**src/design/tws_pkg.sv**
```systemverilog
// package: register map, field positions and state types of the two-wire slave
//
// Overview of operation
// - start is data falling while clock stays high.
// - a start sets the bus busy flag.
// - after start shift seven address bits msb first and compare with own address.
// - on address equality set address match flag and raise the interrupt request.
// - eighth bit after start is stored as the master direction flag.
// - on match, pull data low on the ninth clock as acknowledge.
// - direction flag one: software sets transmit select so the slave transmits.
// - direction flag zero: software clears transmit select so the slave receives.
// - data bytes are eight bits, msb first, after the address acknowledge.
// - as receiver drive the transmit acknowledge bit on the ninth clock.
// - as transmitter sample master's ninth clock level into receive acknowledge flag.
// - as transmitter on no acknowledge release data and wait for stop.
// - received bytes land in the data register; transmit shifts the written byte.
// - hold clock low after match until data register written or read.
// - one request for address match, byte completion and time out.
// - slave active only with mode field 110 and enable bit one.
// - incoming addresses are compared with the own address register value.
// - interrupt reaches the processor only while the interrupt enable is set.
// - receive acknowledge flag reads zero on master acknowledge, one otherwise.
`default_nettype none
package tws_pkg;
    // word byte addresses on the avalon slave
    localparam logic [3:0] CTRL_A_OFS = 4'h0;
    localparam logic [3:0] CTRL_B_OFS = 4'h4;
    localparam logic [3:0] DATA_OFS = 4'h8;
    localparam logic [3:0] ADDR_OFS = 4'hc;
    // serial_ctrl_reg_a fields
    localparam int MODE_LSB = 5;
    localparam logic [2:0] MODE_SLAVE = 3'h6;
    localparam int EN_BIT = 1;
    localparam int IRQEN_BIT = 0;
    // serial_ctrl_reg_b fields
    localparam int DONE_BIT = 7;
    localparam int MATCH_BIT = 6;
    localparam int BUSY_BIT = 5;
    localparam int TXSEL_BIT = 4;
    localparam int TX_ACK_CTRL_BIT = 3;
    localparam int DIR_BIT = 2;
    localparam int TOF_BIT = 1;
    localparam int RX_ACK_FLAG_BIT = 0;
    localparam logic [7:0] CTRL_B_RST = 8'h01;
    // own address sits in bits 7:1
    localparam int ADDR_LSB = 1;

    typedef enum logic [2:0] {
        ST_IDLE = 3'b000,
        ST_ADDR = 3'b001,
        ST_AACK = 3'b011,
        ST_DATA = 3'b010,
        ST_DACK = 3'b110,
        ST_WAIT = 3'b111
    } tws_state_t;

    typedef struct packed {
        logic [3:0] address;
        logic read;
        logic write;
        logic [31:0] writedata;
    } bus_req_t;
endpackage
`default_nettype wire

```
**src/design/tws_slave.sv**
```systemverilog
// two-wire slave transfer logic behind an avalon-mm register port
`default_nettype none
module tws_slave (
    // clock and reset
    input wire logic clock,
    input wire logic sys_rst,
    // avalon-mm register port
    input wire tws_pkg::bus_req_t bus_req,
    output logic [31:0] readdata,
    output logic waitrequest,
    // two-wire bus pins
    input wire logic scl_in,
    output logic scl_out,
    output logic scl_oe,
    input wire logic sda_in,
    output logic sda_out,
    output logic sda_oe,
    // time-out event from outside, and the interrupt request
    input wire logic timeout_evt,
    output logic irq
);
    import tws_pkg::*;

    ////////////////////////////////////////////////////////////////////////
    // pin synchronisers and edge detect
    logic [1:0] scl_sync_r;
    logic [1:0] sda_sync_r;
    logic scl_d_r;
    logic sda_d_r;
    logic scl_s;
    logic sda_s;
    logic scl_rise;
    logic scl_fall;
    logic start_det;
    logic stop_det;

    // two flops per pin, then one more stage for edges
    always_ff @(posedge clock or posedge sys_rst) begin
        if (sys_rst) begin
            scl_sync_r <= 2'h3;
            sda_sync_r <= 2'h3;
            scl_d_r <= 1'b1;
            sda_d_r <= 1'b1;
        end else begin
            scl_sync_r <= {scl_sync_r[0], scl_in};
            sda_sync_r <= {sda_sync_r[0], sda_in};
            scl_d_r <= scl_sync_r[1];
            sda_d_r <= sda_sync_r[1];
        end
    end

    assign scl_s = scl_sync_r[1];
    assign sda_s = sda_sync_r[1];
    assign scl_rise = scl_s & ~scl_d_r;
    assign scl_fall = ~scl_s & scl_d_r;
    assign start_det = scl_s & scl_d_r & sda_d_r & ~sda_s;
    assign stop_det = scl_s & scl_d_r & ~sda_d_r & sda_s;

    ////////////////////////////////////////////////////////////////////////
    // registers
    logic [7:0] ctrl_a_r;
    logic [7:0] own_addr_r;
    logic [7:0] data_r;
    logic txsel_r;
    logic tx_ack_ctrl_r;
    logic done_r;
    logic match_r;
    logic busy_r;
    logic dir_r;
    logic tof_r;
    logic rx_ack_flag_r;
    logic hold_r;
    logic active;
    logic acc_r;
    logic wr_data;
    logic rd_data;
    logic wr_b;

    assign active = (ctrl_a_r[MODE_LSB +: 3] == MODE_SLAVE) && ctrl_a_r[EN_BIT];

    // one wait state: every access completes on the second cycle
    assign waitrequest = (bus_req.read | bus_req.write) & ~acc_r;
    assign wr_data = bus_req.write & acc_r & (bus_req.address == DATA_OFS);
    assign rd_data = bus_req.read & acc_r & (bus_req.address == DATA_OFS);
    assign wr_b = bus_req.write & acc_r & (bus_req.address == CTRL_B_OFS);

    // access phase toggle
    always_ff @(posedge clock or posedge sys_rst) begin
        if (sys_rst) begin
            acc_r <= 1'b0;
        end else begin
            acc_r <= (bus_req.read | bus_req.write) & ~acc_r;
        end
    end

    // read data mux, unmapped reads return zero
    always_ff @(posedge clock or posedge sys_rst) begin
        if (sys_rst) begin
            readdata <= 32'h0;
        end else if (bus_req.read & ~acc_r) begin
            unique case (bus_req.address)
                CTRL_A_OFS: readdata <= {24'h0, ctrl_a_r};
                CTRL_B_OFS: readdata <= {24'h0, done_r, match_r, busy_r, txsel_r,
                                         tx_ack_ctrl_r, dir_r, tof_r, rx_ack_flag_r};
                DATA_OFS: readdata <= {24'h0, data_r};
                ADDR_OFS: readdata <= {24'h0, own_addr_r};
                default: readdata <= 32'h0;
            endcase
        end
    end

    // software-written configuration
    always_ff @(posedge clock or posedge sys_rst) begin
        if (sys_rst) begin
            ctrl_a_r <= 8'h0;
            own_addr_r <= 8'h0;
            txsel_r <= CTRL_B_RST[TXSEL_BIT];
            tx_ack_ctrl_r <= CTRL_B_RST[TX_ACK_CTRL_BIT];
        end else if (bus_req.write & acc_r) begin
            if (bus_req.address == CTRL_A_OFS) begin
                ctrl_a_r <= bus_req.writedata[7:0];
            end
            if (bus_req.address == ADDR_OFS) begin
                own_addr_r <= bus_req.writedata[7:0];
            end
            if (bus_req.address == CTRL_B_OFS) begin
                txsel_r <= bus_req.writedata[TXSEL_BIT];
                tx_ack_ctrl_r <= bus_req.writedata[TX_ACK_CTRL_BIT];
            end
        end
    end

    ////////////////////////////////////////////////////////////////////////
    // serial engine
    tws_state_t state_r;
    logic [7:0] shift_r;
    logic [3:0] bit_r;
    logic sda_low_r;
    logic addr_hit;
    logic ack_low;

    // shift_r[7:1] holds the calling address once eight bits are in
    assign addr_hit = addr_hit_w();

    // bit state machine; shifting on clock rise, driving after clock fall
    always_ff @(posedge clock or posedge sys_rst) begin
        if (sys_rst) begin
            state_r <= ST_IDLE;
            shift_r <= 8'h0;
            bit_r <= 4'h0;
        end else if (!active || stop_det) begin
            state_r <= ST_IDLE;
        end else if (start_det) begin
            state_r <= ST_ADDR;
            bit_r <= 4'h0;
        end else begin
            unique case (state_r)
                ST_IDLE: ;
                ST_ADDR: if (scl_rise) begin
                    shift_r <= {shift_r[6:0], sda_s};
                    bit_r <= bit_r + 4'h1;
                end else if (scl_fall && bit_r == 4'h8) begin
                    // shift_r[7:1] address, shift_r[0] direction
                    state_r <= (shift_r[7:1] == own_addr_r[ADDR_LSB +: 7]) ? ST_AACK : ST_IDLE;
                end
                ST_AACK: if (scl_fall && !hold_r) begin
                    state_r <= ST_DATA;
                    bit_r <= 4'h0;
                    shift_r <= data_r;
                end
                ST_DATA: if (scl_rise) begin
                    shift_r <= txsel_r ? {shift_r[6:0], 1'b0} : {shift_r[6:0], sda_s};
                    bit_r <= bit_r + 4'h1;
                end else if (scl_fall && bit_r == 4'h8) begin
                    state_r <= ST_DACK;
                end
                ST_DACK: if (txsel_r && scl_fall && rx_ack_flag_r) begin
                    state_r <= ST_WAIT;
                end else if (txsel_r && hold_r && wr_data) begin
                    // next transmit byte arrives while the clock is held low
                    state_r <= ST_DATA;
                    bit_r <= 4'h0;
                    shift_r <= bus_req.writedata[7:0];
                end else if (!txsel_r && scl_fall && !hold_r) begin
                    state_r <= ST_DATA;
                    bit_r <= 4'h0;
                    shift_r <= data_r;
                end
                ST_WAIT: ;
                default: state_r <= ST_IDLE;
            endcase
        end
    end

    // clock stretch request after match, after each received byte and after each acknowledged sent byte
    always_ff @(posedge clock or posedge sys_rst) begin
        if (sys_rst) begin
            hold_r <= 1'b0;
        end else if (!active || stop_det || start_det) begin
            hold_r <= 1'b0;
        end else if (state_r == ST_ADDR && scl_fall && bit_r == 4'h8
                     && shift_r[7:1] == own_addr_r[ADDR_LSB +: 7]) begin
            hold_r <= 1'b1;
        end else if (state_r == ST_DATA && scl_fall && bit_r == 4'h8 && !txsel_r) begin
            hold_r <= 1'b1;
        end else if (state_r == ST_DACK && scl_fall && txsel_r && !rx_ack_flag_r) begin
            hold_r <= 1'b1;
        end else if (wr_data || rd_data) begin
            hold_r <= 1'b0;
        end
    end

    // data line driver, pulls set only while the clock is low, released at any clock level when idle, waiting or inactive
    assign ack_low = (state_r == ST_AACK) || (state_r == ST_DACK && !txsel_r && !tx_ack_ctrl_r);
    always_ff @(posedge clock or posedge sys_rst) begin
        if (sys_rst) begin
            sda_low_r <= 1'b0;
        end else if (!active || state_r == ST_IDLE || state_r == ST_WAIT) begin
            sda_low_r <= 1'b0;
        end else if (!scl_s) begin
            if (state_r == ST_AACK) begin
                sda_low_r <= 1'b1;
            end else if (state_r == ST_DACK && txsel_r && wr_data) begin
                sda_low_r <= ~bus_req.writedata[7];
            end else if (state_r == ST_DACK) begin
                sda_low_r <= ack_low;
            end else if (state_r == ST_DATA && txsel_r) begin
                sda_low_r <= ~shift_r[7];
            end else begin
                sda_low_r <= 1'b0;
            end
        end
    end

    assign sda_out = 1'b0;
    assign sda_oe = sda_low_r;
    assign scl_out = 1'b0;
    assign scl_oe = hold_r & ~scl_s;

    ////////////////////////////////////////////////////////////////////////
    // status flags; hardware set wins over software clear
    always_ff @(posedge clock or posedge sys_rst) begin
        if (sys_rst) begin
            busy_r <= 1'b0;
        end else if (start_det) begin
            busy_r <= 1'b1;
        end else if (stop_det || !active) begin
            busy_r <= 1'b0;
        end
    end

    // match and direction at the eighth bit
    always_ff @(posedge clock or posedge sys_rst) begin
        if (sys_rst) begin
            match_r <= 1'b0;
            dir_r <= 1'b0;
        end else if (state_r == ST_ADDR && scl_fall && bit_r == 4'h8) begin
            match_r <= (shift_r[7:1] == own_addr_r[ADDR_LSB +: 7]);
            dir_r <= shift_r[0];
        end else if (state_r == ST_DATA && scl_rise) begin
            match_r <= 1'b0;
        end
    end

    // receive buffer, acknowledge sample, completion and time-out flags
    always_ff @(posedge clock or posedge sys_rst) begin
        if (sys_rst) begin
            data_r <= 8'h0;
            rx_ack_flag_r <= CTRL_B_RST[RX_ACK_FLAG_BIT];
            done_r <= 1'b0;
            tof_r <= 1'b0;
        end else begin
            if (state_r == ST_DATA && scl_fall && bit_r == 4'h8) begin
                if (!txsel_r) begin
                    done_r <= 1'b1;
                    data_r <= shift_r;
                end
            end else if (state_r == ST_DACK && scl_fall && txsel_r) begin
                done_r <= 1'b1;
            end else if (state_r == ST_DATA && scl_rise) begin
                done_r <= 1'b0;
            end else if (wr_data) begin
                data_r <= bus_req.writedata[7:0];
            end
            if (state_r == ST_DACK && scl_rise && txsel_r) begin
                rx_ack_flag_r <= sda_s;
            end
            if (timeout_evt) begin
                tof_r <= 1'b1;
            end else if (wr_b && !bus_req.writedata[TOF_BIT]) begin
                tof_r <= 1'b0;
            end
        end
    end

    ////////////////////////////////////////////////////////////////////////
    // single request, gated by enable
    logic req_r;
    always_ff @(posedge clock or posedge sys_rst) begin
        if (sys_rst) begin
            req_r <= 1'b0;
            irq <= 1'b0;
        end else begin
            req_r <= (state_r == ST_ADDR && scl_fall && bit_r == 4'h8 && addr_hit)
                   || (state_r == ST_DATA && scl_fall && bit_r == 4'h8 && !txsel_r)
                   || (state_r == ST_DACK && scl_fall && txsel_r)
                   || timeout_evt;
            irq <= (req_r | hold_r | tof_r) & ctrl_a_r[IRQEN_BIT];
        end
    end

    function automatic logic addr_hit_w();
        return shift_r[7:1] == own_addr_r[ADDR_LSB +: 7];
    endfunction

endmodule
`default_nettype wire

```
**config.mk**
```make
export PLATFORM = sky130hd
export DESIGN_NAME = tws_slave
export DESIGN_NICKNAME = d
export VERILOG_FILES = /design/src/design/tws_pkg.sv /design/src/design/tws_slave.sv
export SDC_FILE = /design/constraint.sdc
export NUM_CORES = 1
export LEC_CHECK = 0
export ABC_AREA = 1
export BUFFER_PORTS_ARGS = -buffer_cell sky130_fd_sc_hd__buf_2
export CAP_MARGIN = 30
export CORE_AREA = 2 2 104 106
export CTS_CLUSTER_SIZE = 14
export DETAILED_ROUTE_END_ITERATION = 16
export DIE_AREA = 0 0 106 108
export SLEW_MARGIN = 25
export SYNTH_ARGS = -nofsm -noshare
export SYNTH_HDL_FRONTEND = slang
export SYNTH_SLANG_ARGS = --single-unit
export TNS_END_PERCENT = 5
```
**constraint.sdc**
```tcl
create_clock -name clock -period 2.7 [get_ports clock]
set_clock_uncertainty 0.05 [all_clocks]
set_input_delay 0.27 -clock clock [delete_from_list [all_inputs] [get_ports clock]]
set_output_delay 0.27 -clock clock [all_outputs]
set_load 0.03 [all_outputs]
```
==> reports/qor.yml, run 1 <==
synth:
  netlist_instances: 528
  async_flop_share: 1.00
  avgSynthCellArea_um2: 7.29
  ys.flop_type: "dfrtp_1"
  synth_fa_ha_area_frac: 0.00650
  synth.yosys.seq_area_share: 0.432
  yosysTopAreaCell: "dfrtp_1"
  synth_area_leaders: "dfrtp_1 38%, nand2_1 18%, inv_1 6.4%"
  syn-cell-area_um2: 3850
  synth_simple_gate_area_share: 0.318
  synth_edf_count: 0
  synthMuxAreaShare: 0
  synth_xor_area_frac: 0.00683
  ys_types: 37
  ys_ff_latch: 66
  netlist.area_leader.share: 0.384
  synth-compound-area-share: 0.0989
  synth_warnings: 0
  synth_top_family_by_area: "simple AND/OR/NAND/NOR gates"
place:
  place.gp.congestion: 0.879
  place_worst_setup_slack_ns: 0.755
  dp_hpwl_mm: 7.00
  dp_cells: 690
  numPortBuffers: 30
job:
  maxCapViolations: 0
setup_path:
  required_ns: 2.91
  path_class: "flip-flop to flip-flop"
  start_kind: "flip-flop"
  crit_arrival_ns: 2.19
  end_kind: "flip-flop"
  crit_fanout: 18
floorplanning:
  dieArea_um2: 11400
  die_w_um: 106
  core_um2: 10200
  ios: 81
  start_util: 0.376
  rows: 37
  die-height_um: 108
cts:
  clock_sinks: 66
  clock_path_buffers: 2
  cts_setup_buffers: 0
  cts-root-buf: "clkbuf_8"
  cts_buffers: 9
  tritoncts: "done"
  path_clk_slew_ns: 0.07
  cts_max_level: 3
  clk_latency_ns: 0.34
  cts-resized-gates: 0
  cts_hold_buffers: 3
sta:
  worst_slew_pin_slew_ns: 0.678
  fmax_mhz: 504
  rsz0062_at_grt: "false"
  hold_viol: 0
  finalSetupViolCount: 0
  min_period_over_period: 0.735
  setup_tns_ns: 0
  fin_ws_ns: 0.717
  drv_slew: 0
  hold_ws_ns: 0.100
  period_minus_slack_ns: 1.98
  slew-limit-headroom: 0.547
drt:
  wl_per_cell_um: 13.4
  routed_wl_mm: 9.47
  detail-route-antenna-nets: 0
  initialDrtViolationCount: 271
  drc: 0
  vias: 3410
  dr.pass1.iters: 5
  vias_per_cell: 4.81
global_routing:
  overflow: 0
  use_met2: 0.266
  grt_usage: 0.175
  grt_pass1_vias: 3191
  grt_use_met1: 0.244
  grt_max_degree: 52
  met3_usage: 0.0241
  busiest_layer: "met2"
  antenna_found_initial: 0
  grt_pass1_wl_mm: 15.7
final_layout:
  syn_to_final_growth_pct: 12.1
  fillers: 1062
  fin_nets: 613
  diodes: 0
  drive_above_1_share: 0.155
  fin_cells: 709
power:
  total_power_w: 0.00242
  power.leakage_nw: 2.37
  power_per_cell_area_nw_per_um2: 561
  irDropWorstVdd_mv: 0.220
worst_hold_path:
  min_path_type: "primary input to flip-flop"
status:
  status: "finished, final reports clean"
[cell usage after synthesis, drive strengths merged (3+ instances only)]
| master | number |
|---|---|
| a21oi | 7 |
| buf | 29 |
| clkbuf | 3 |
| dfrtp | 59 |
| dfstp | 7 |
| inv | 79 |
| nand2 | 196 |
| nand3 | 25 |
| nand4 | 9 |
| nor2 | 39 |
| o21ai | 53 |
[layout by cell type, fill, tap and decap left out, types with 3 or more instances in the layout]
cell and n:
nand2_1 189, inv_1 65, nor2_1 30, dfstp_2 7, clkbuf_1 4, o21ai_0 36, nand2_2 7, conb_1 26
nand4_1 9, nor2_2 3, inv_2 14, dfrtp_1 59, a21oi_1 7, dlygate4sd3_1 3, nand3_2 4, nand3_1 19
o21ai_1 17, nor2_4 5, clkbuf_8 10, buf_2 30
[worst max-delay path: stages, from the launching register on]
cell and delay [ns]:
dfstp_2 0.55, nand2_1 0.08, inv_2 0.10, nand3_2 0.12, nor2_4 0.39, nand2_1 0.20, nand3_4 0.25, nand2_1 0.07
o21ai_1 0.08
[routing by layer]
metal	part of all wire	vias up	routed length, um
met5	0	-	0
met4	0.025	0	237
met3	0.058	23	551
met2	0.44	152	4180
met1	0.48	1564	4500
li1	-	1671	-
[cells by family after synthesis]
| group | count (synthesis) |
|---|---|
| AO/OA/AOI/OAI | 70 |
| adder cells (fa/ha/maj) | 2 |
| other | 1 |
| XOR/XNOR | 3 |
| buffers and inverters | 112 |
| flip-flops | 66 |
| AND/OR/NAND/NOR | 274 |
[path summary, 6_finish.rpt]
| path | from | to | slack (ns) | cells past startpoint |
|---|---|---|---|---|
| setup reg to reg | scl_d_r | data_r[7] | 0.72 | 8 |
| hold reg to reg | scl_sync_r[0] | scl_sync_r[1] | 0.31 | 0 |
| max in group asynchronous | sys_rst | rx_ack_flag_r | 1.60 | 4 |
| hold / removal | timeout_evt | tof_r | 0.10 | 3 |
| min in group asynchronous | sys_rst | sda_oe | 0.39 | 3 |
| setup / recovery | scl_d_r | data_r[7] | 0.72 | 8 |
[layout make-up]
| type | instances | area (um2) | area share |
|---|---|---|---|
| clock inverter | 2 | 60.1 | 0.0139 |
| timing repair buffer | 36 | 215 | 0.0499 |
| sequential | 66 | 1660 | 0.385 |
| multi-input combinational | 375 | 1750 | 0.407 |
| inverter | 80 | 300 | 0.0696 |
| tap | 136 | 170 | 0.0395 |
| clock buffer | 14 | 153 | 0.0354 |
[where the power goes]
| part | internal (W) | switching, W |
|---|---|---|
| Combinational | 0.0000965 | 0.000227 |
| Clock | 0.000548 | 0.000369 |
| Sequential | 0.00109 | 0.0000850 |
[stage by stage]
stage	util	instance area, um2
floorplan	-	3940
CTS	0.421	4310
detailed placement	0.398	4070
finish	0.421	4310
global placement	0.398	4070
global route	0.421	4310
[registers in the layout, indices dropped and copies added (netlist names), 2 cells and up]
signal / cells
state_r: 3
readdata: 8
data_r: 8
own_addr_r: 8
shift_r: 8
scl_sync_r: 2
bit_r: 4
ctrl_a_r: 8
sda_sync_r: 2
Power figures use the tool's default switching activity.
==> inputs of run 2 (changes only) <==
clock period = 2.1 ns   (was 2.7 ns; I/O delays follow)
==> reports/qor.yml, run 2 (synthesized netlist as in run 1, its figures left out) <==
place:
  dp_hpwl_mm: 7.09  # was 7.00 mm
  numPortBuffers: 30  # unchanged
  place_worst_setup_slack_ns: 0.249  # was 0.755 ns
  dpl_cell_area_um2: 4100  # was 4070 um2
  place.gp.congestion: 0.904  # was 0.879
floorplanning:
  ios: 81  # unchanged
  core_um2: 10200  # unchanged
  die-height_um: 108  # unchanged
  dieArea_um2: 11400  # unchanged
  die_w_um: 106  # unchanged
  start_util: 0.376  # unchanged
  rows: 37  # unchanged
final_layout:
  stdcell_area_um2: 4350  # was 4310 um2
  drive_above_1_share: 0.168  # was 0.155
  syn_to_final_growth_pct: 13.0  # was 12.1%
  fin_nets: 617  # was 613
  final_cell_mix: "189 x nand2_1, 65 x inv_1, 59 x dfrtp_1"  # unchanged
  final_common_cell: "nand2_1"  # unchanged
  diodes: 0  # unchanged
worst_hold_path:
  whs_path_depth: 3  # unchanged
  min_path_type: "primary input to flip-flop"  # unchanged
sta:
  drv_slew: 0  # unchanged
  min_period_over_period: 0.822  # was 0.735
  worst_slew_pin_slew_ns: 0.602  # was 0.678 ns
  hold_ws_ns: 0.00711  # was 0.100 ns
  finalSetupViolCount: 0  # unchanged
  setup_tns_ns: 0  # unchanged
  slew-limit-headroom: 0.598  # was 0.547
  hold_viol: 0  # unchanged
  fmax_mhz: 579  # was 504 MHz
  period_minus_slack_ns: 1.73  # was 1.98 ns
  rsz0062_at_grt: "false"  # unchanged
  fin_ws_ns: 0.374  # was 0.717 ns
cts:
  path_clk_slew_ns: 0.08  # was 0.07 ns
  clock_path_buffers: 2  # unchanged
  cts_buffers: 9  # unchanged
  cts_max_level: 3  # unchanged
  clk_latency_ns: 0.36  # was 0.34 ns
  cts-resized-gates: 0  # unchanged
  tritoncts: "done"  # unchanged
  clock_sinks: 66  # unchanged
  cts-root-buf: "clkbuf_8"  # unchanged
power:
  power_per_cell_area_nw_per_um2: 721  # was 561 nW/um2
  irDropWorstVdd_mv: 0.241  # was 0.220 mV
  total_power_w: 0.00313  # was 0.00242 W
  switching_share: 0.299  # was 0.282
  pwr-share-comb: 0.133  # was 0.134
  p_int_w: 0.00220  # was 0.00174 W
  switchingPower_w: 0.000938  # was 0.000681 W
  clock_power_share: 0.385  # was 0.379
  seqPwrFrac: 0.482  # was 0.487
  power.leakage_nw: 2.39  # was 2.37 nW
global_routing:
  antenna_found_initial: 0  # unchanged
  grt_pass1_wl_mm: 16.1  # was 15.7 mm
  grt_usage: 0.182  # was 0.175
  grt_pass1_vias: 3186  # was 3,191
  overflow: 0  # unchanged
  grt_max_degree: 67  # was 52
setup_path:
  crit_start: "scl_d_r"  # unchanged
  timing.rr.end: "bit_r[2]"  # was data_r[7]
  r2r-start: "scl_d_r"  # unchanged
  path_class: "flip-flop to flip-flop"  # unchanged
  required_ns: 2.35  # was 2.91 ns
  crit_arrival_ns: 1.97  # was 2.19 ns
  start_kind: "flip-flop"  # unchanged
  end_kind: "flip-flop"  # unchanged
  worstRegToRegCells: 8  # unchanged
  cp-endpoint: "bit_r[2]"  # was data_r[7]
  crit_fanout: 10  # was 18
  reg2reg_slack_ns: 0.37  # was 0.72 ns
drt:
  vias: 3385  # was 3,410
  vias_per_cell: 4.75  # was 4.81
  wl_per_cell_um: 13.5  # was 13.4 um
  initialDrtViolationCount: 210  # was 271
  dr.pass1.iters: 7  # was 5
  drc: 0  # unchanged
  detail-route-antenna-nets: 0  # unchanged
  routed_wl_mm: 9.66  # was 9.47 mm
job:
  maxCapViolations: 0  # unchanged
status:
  status: "finished, final reports clean"  # unchanged
run 2: worst min path at each step:
stage,to,start,slack (ns)
floorplan,scl_sync_r[0],scl_in,0.16
global placement,sda_oe,sys_rst,0.26
detailed placement,state_r[1],sys_rst,0.26
CTS,tof_r,timeout_evt,0.001
global route,tof_r,timeout_evt,0.03
finish,tof_r,timeout_evt,0.007
run 2: per-stage QoR:
step / utilization / std cells
final: 0.425 / 713
after floorplan: - / 553
after global placement: 0.401 / 694
after global routing: 0.425 / 713
after detailed placement: 0.401 / 694
after CTS: 0.425 / 713
run 2: critical path, stage by stage (launching register included):
cell and delay, ns:
dfstp_2 0.56, nand3_1 0.11, nor2_1 0.18, nor2_4 0.05, nand2_2 0.22, nand3_4 0.20, nor2_2 0.17, nand2_1 0.07
nand2_1 0.06
run 2: routing by layer:
| layer | routed length, um | vias to the layer above | track usage |
|---|---|---|---|
| met4 | 253 | 0 | 0.0930 |
| met3 | 446 | 19 | 0.0253 |
| met2 | 4270 | 108 | 0.278 |
| met5 | 0 | - | 0 |
| li1 | - | 1681 | - |
| met1 | 4680 | 1577 | 0.255 |
run 2: timing repair:
action	4_1_cts	5_1_grt
endpoints found under the hold margin	61	0
hold buffers	3	0
setup buffers	0	0
run 2: layout make-up:
| class | count | area, um2 |
|---|---|---|
| clock buffer | 9 | 124 |
| clock inverter | 7 | 93.8 |
| fill | 1104 | 5880 |
| inverter | 80 | 300 |
| multi-input combinational | 375 | 1750 |
| sequential | 66 | 1660 |
| tap | 136 | 170 |
| timing repair buffer | 40 | 245 |
run 2: power groups by stage:
stage	clock network [W]	logic [W]	registers, W
finish	0.00121	0.000416	0.00151
global route	0.00128	0.000478	0.00153
CTS	0.00123	0.000421	0.00151
detailed placement	0	0.000416	0.00153
global placement	0	0.000408	0.00153
floorplan	0	0.000324	0.00153
==> inputs of run 3 (changes only) <==
clock period = 1.5 ns   (was 2.1 ns; I/O delays follow)
==> reports/qor.yml, run 3 (synthesized netlist as in run 1, its figures left out) <==
global_routing:
  grt_pass1_vias: 3400  # was 3,186
  grt_max_degree: 37  # was 67
  overflow: 0  # unchanged
  grt_pass1_wl_mm: 16.2  # was 16.1 mm
  antenna_found_initial: 0  # unchanged
  grt_usage: 0.182  # about the same
sta:
  min_period_over_period: 1.08  # was 0.822
  rsz0062_at_grt: "true"  # was false
  period_minus_slack_ns: 1.63  # was 1.73 ns
  hold_viol: 0  # unchanged
  fmax_mhz: 615  # was 579 MHz
  fin_ws_ns: -0.126  # was 0.374 ns
  hold_ws_ns: 0.0379  # was 0.00711 ns
  finalSetupViolCount: 26  # was 0
  drv_slew: 0  # unchanged
cts:
  path_clk_slew_ns: 0.08  # about the same
  cts-root-buf: "clkbuf_8"  # unchanged
  cts_buffers: 9  # unchanged
  cts_setup_buffers: 0  # unchanged
  clk_latency_ns: 0.34  # was 0.36 ns
  clock_path_buffers: 2  # unchanged
  clock_sinks: 66  # unchanged
  tritoncts: "done"  # unchanged
  cts_max_level: 3  # unchanged
floorplanning:
  start_util: 0.376  # unchanged
  die_w_um: 106  # unchanged
  dieArea_um2: 11400  # unchanged
  ios: 81  # unchanged
  die-height_um: 108  # unchanged
  rows: 37  # unchanged
  core_um2: 10200  # unchanged
worst_hold_path:
  hold_path_startpoint: "bus_req[33]"  # was timeout_evt
  min_path_type: "primary input to flip-flop"  # unchanged
power:
  p_int_w: 0.00306  # was 0.00220 W
  seqPwrFrac: 0.486  # was 0.482
  clock_power_share: 0.358  # was 0.385
  power_per_cell_area_nw_per_um2: 904  # was 721 nW/um2
  switching_share: 0.294  # was 0.299
  irDropWorstVdd_mv: 0.483  # was 0.241 mV
  power.leakage_nw: 2.61  # was 2.39 nW
  switchingPower_w: 0.00128  # was 0.000938 W
  pwr-share-comb: 0.156  # was 0.133
setup_path:
  timing.rr.end: "shift_r[3]"  # was bit_r[2]
  crit_fanout: 8  # was 10
  reg2reg_slack_ns: -0.13  # was 0.37 ns
  crit_start: "scl_sync_r[1]"  # was scl_d_r
  start_kind: "flip-flop"  # unchanged
  end_kind: "flip-flop"  # unchanged
  cp_num_buf_inv: 2  # was 0
  path_class: "flip-flop to flip-flop"  # unchanged
  crit_path_cell_trace: "nand2_1 -> nor3_2 -> nor2_4 -> buf_12 -> buf_12 -> nand4_1 -> nor2_1 -> nor2_1"  # was nand3_1 -> nor2_1 -> nor2_4 -> nand2_2 -> nand3_4 -> nor2_2 -> nand2_1 -> nand2_1
  cp-endpoint: "shift_r[3]"  # was bit_r[2]
  crit_arrival_ns: 1.85  # was 1.97 ns
  crit_slowest_cell: "dfstp_2"  # unchanged
  path_delay_family: "simple AND/OR/NAND/NOR gates"  # unchanged
  max_stage_delay_ns: 0.57  # was 0.56 ns
  required_ns: 1.73  # was 2.35 ns
  r2r-start: "scl_sync_r[1]"  # was scl_d_r
  worstRegToRegCells: 8  # unchanged
  crit_cells: 8  # unchanged
place:
  dp_hpwl_mm: 7.53  # was 7.09 mm
  numPortBuffers: 30  # unchanged
  place.gp.congestion: 0.865  # was 0.904
  dpl_cell_area_um2: 4470  # was 4100 um2
  place_worst_setup_slack_ns: -0.153  # was 0.249 ns
drt:
  detail-route-antenna-nets: 0  # unchanged
  drc: 0  # unchanged
  vias_per_cell: 4.67  # was 4.75
  initialDrtViolationCount: 221  # was 210
  dr.pass1.iters: 4  # was 7
  wl_per_cell_um: 13.2  # was 13.5 um
  routed_wl_mm: 10.0  # was 9.66 mm
  vias: 3541  # was 3,385
job:
  maxCapViolations: 0  # unchanged
final_layout:
  syn_to_final_growth_pct: 24.7  # was 13.0%
  final_cell_mix: "180 x nand2_1, 63 x inv_1, 56 x dfrtp_1"  # was 189 x nand2_1, 65 x inv_1, 59 x dfrtp_1
  fillers: 1010  # was 1,104
  drive_above_1_share: 0.250  # was 0.168
  fin_nets: 663  # was 617
  postLayoutCoreUtil: 0.469  # was 0.425
  final_common_cell: "nand2_1"  # unchanged
  diodes: 0  # unchanged
  stdcell_area_um2: 4800  # was 4350 um2
status:
  violations: "negative setup slack"
  status: "complete, but fails checks"  # was finished, final reports clean
==> run 3: cell types whose count changed in the layout (fill, tap and decap cells not counted), moves of 3 or more <==
cell,delta
buf_4,+40
nand2_1,-9
nand2_2,+8
buf_12,+3
dfrtp_1,-3
dfrtp_2,+3
inv_4,+3
==> run 3: worst min-delay path by stage <==
stage                         end  slack [ns]  depth (start not counted)
global route          ctrl_a_r[2]        0.05                          3
CTS                   ctrl_a_r[2]        0.02                          3
detailed placement  scl_sync_r[0]        0.21                          1
finish                      acc_r        0.04                          3
global placement    sda_sync_r[0]        0.20                          1
floorplan           scl_sync_r[0]        0.10                          0
==> run 3: cell type report <==
| cell class | instances | area, um2 | share of cell area |
|---|---|---|---|
| clock buffer | 12 | 155 | 0.0323 |
| timing repair buffer | 85 | 627 | 0.131 |
| clock inverter | 4 | 50.0 | 0.0104 |
| multi-input combinational | 376 | 1820 | 0.380 |
| sequential | 66 | 1660 | 0.347 |
| inverter | 80 | 312 | 0.0649 |
| tap | 136 | 170 | 0.0355 |
==> run 3: timing repair <==
action                                  4_1_cts  5_1_grt
gates cloned                                  0        1
pin swaps                                     1        0
hold buffers                                  4        0
hold endpoints to repair                     63        0
gates resized for setup                      12       12
endpoints found under the setup margin       28       30
==> run 3: power groups by stage <==
| stage | registers, W | clock network (W) | logic (W) |
|---|---|---|---|
| after floorplan | 0.00214 | 0 | 0.000454 |
| after global placement | 0.00213 | 0 | 0.000654 |
| after detailed placement | 0.00213 | 0 | 0.000667 |
| after CTS | 0.00211 | 0.00158 | 0.000677 |
| after global routing | 0.00214 | 0.00166 | 0.000761 |
| final | 0.00211 | 0.00155 | 0.000677 |
==> run 3: worst register-to-register path, cell delays in order (launching register included) <==
cell and delay, ns:
dfstp_2 0.57, nand2_1 0.10, nor3_2 0.24, nor2_4 0.08, buf_12 0.14, buf_12 0.13
nand4_1 0.10, nor2_1 0.05, nor2_1 0.10
==> run 3: through the flow <==
stage	TNS [ns]	power (W)	cells
after floorplan	-0.599	0.00259	553
after global placement	-2.03	0.00279	738
after detailed placement	-2.37	0.00280	738
after CTS	-2.21	0.00437	758
after global routing	-5.68	0.00456	759
final	-2.14	0.00434	759
==> run 3: routing by layer <==
| layer | wire, um | track usage |
|---|---|---|
| met4 | 281 | 0.0902 |
| met5 | 0 | 0 |
| met3 | 576 | 0.0295 |
| met2 | 4560 | 0.297 |
| met1 | 4590 | 0.237 |
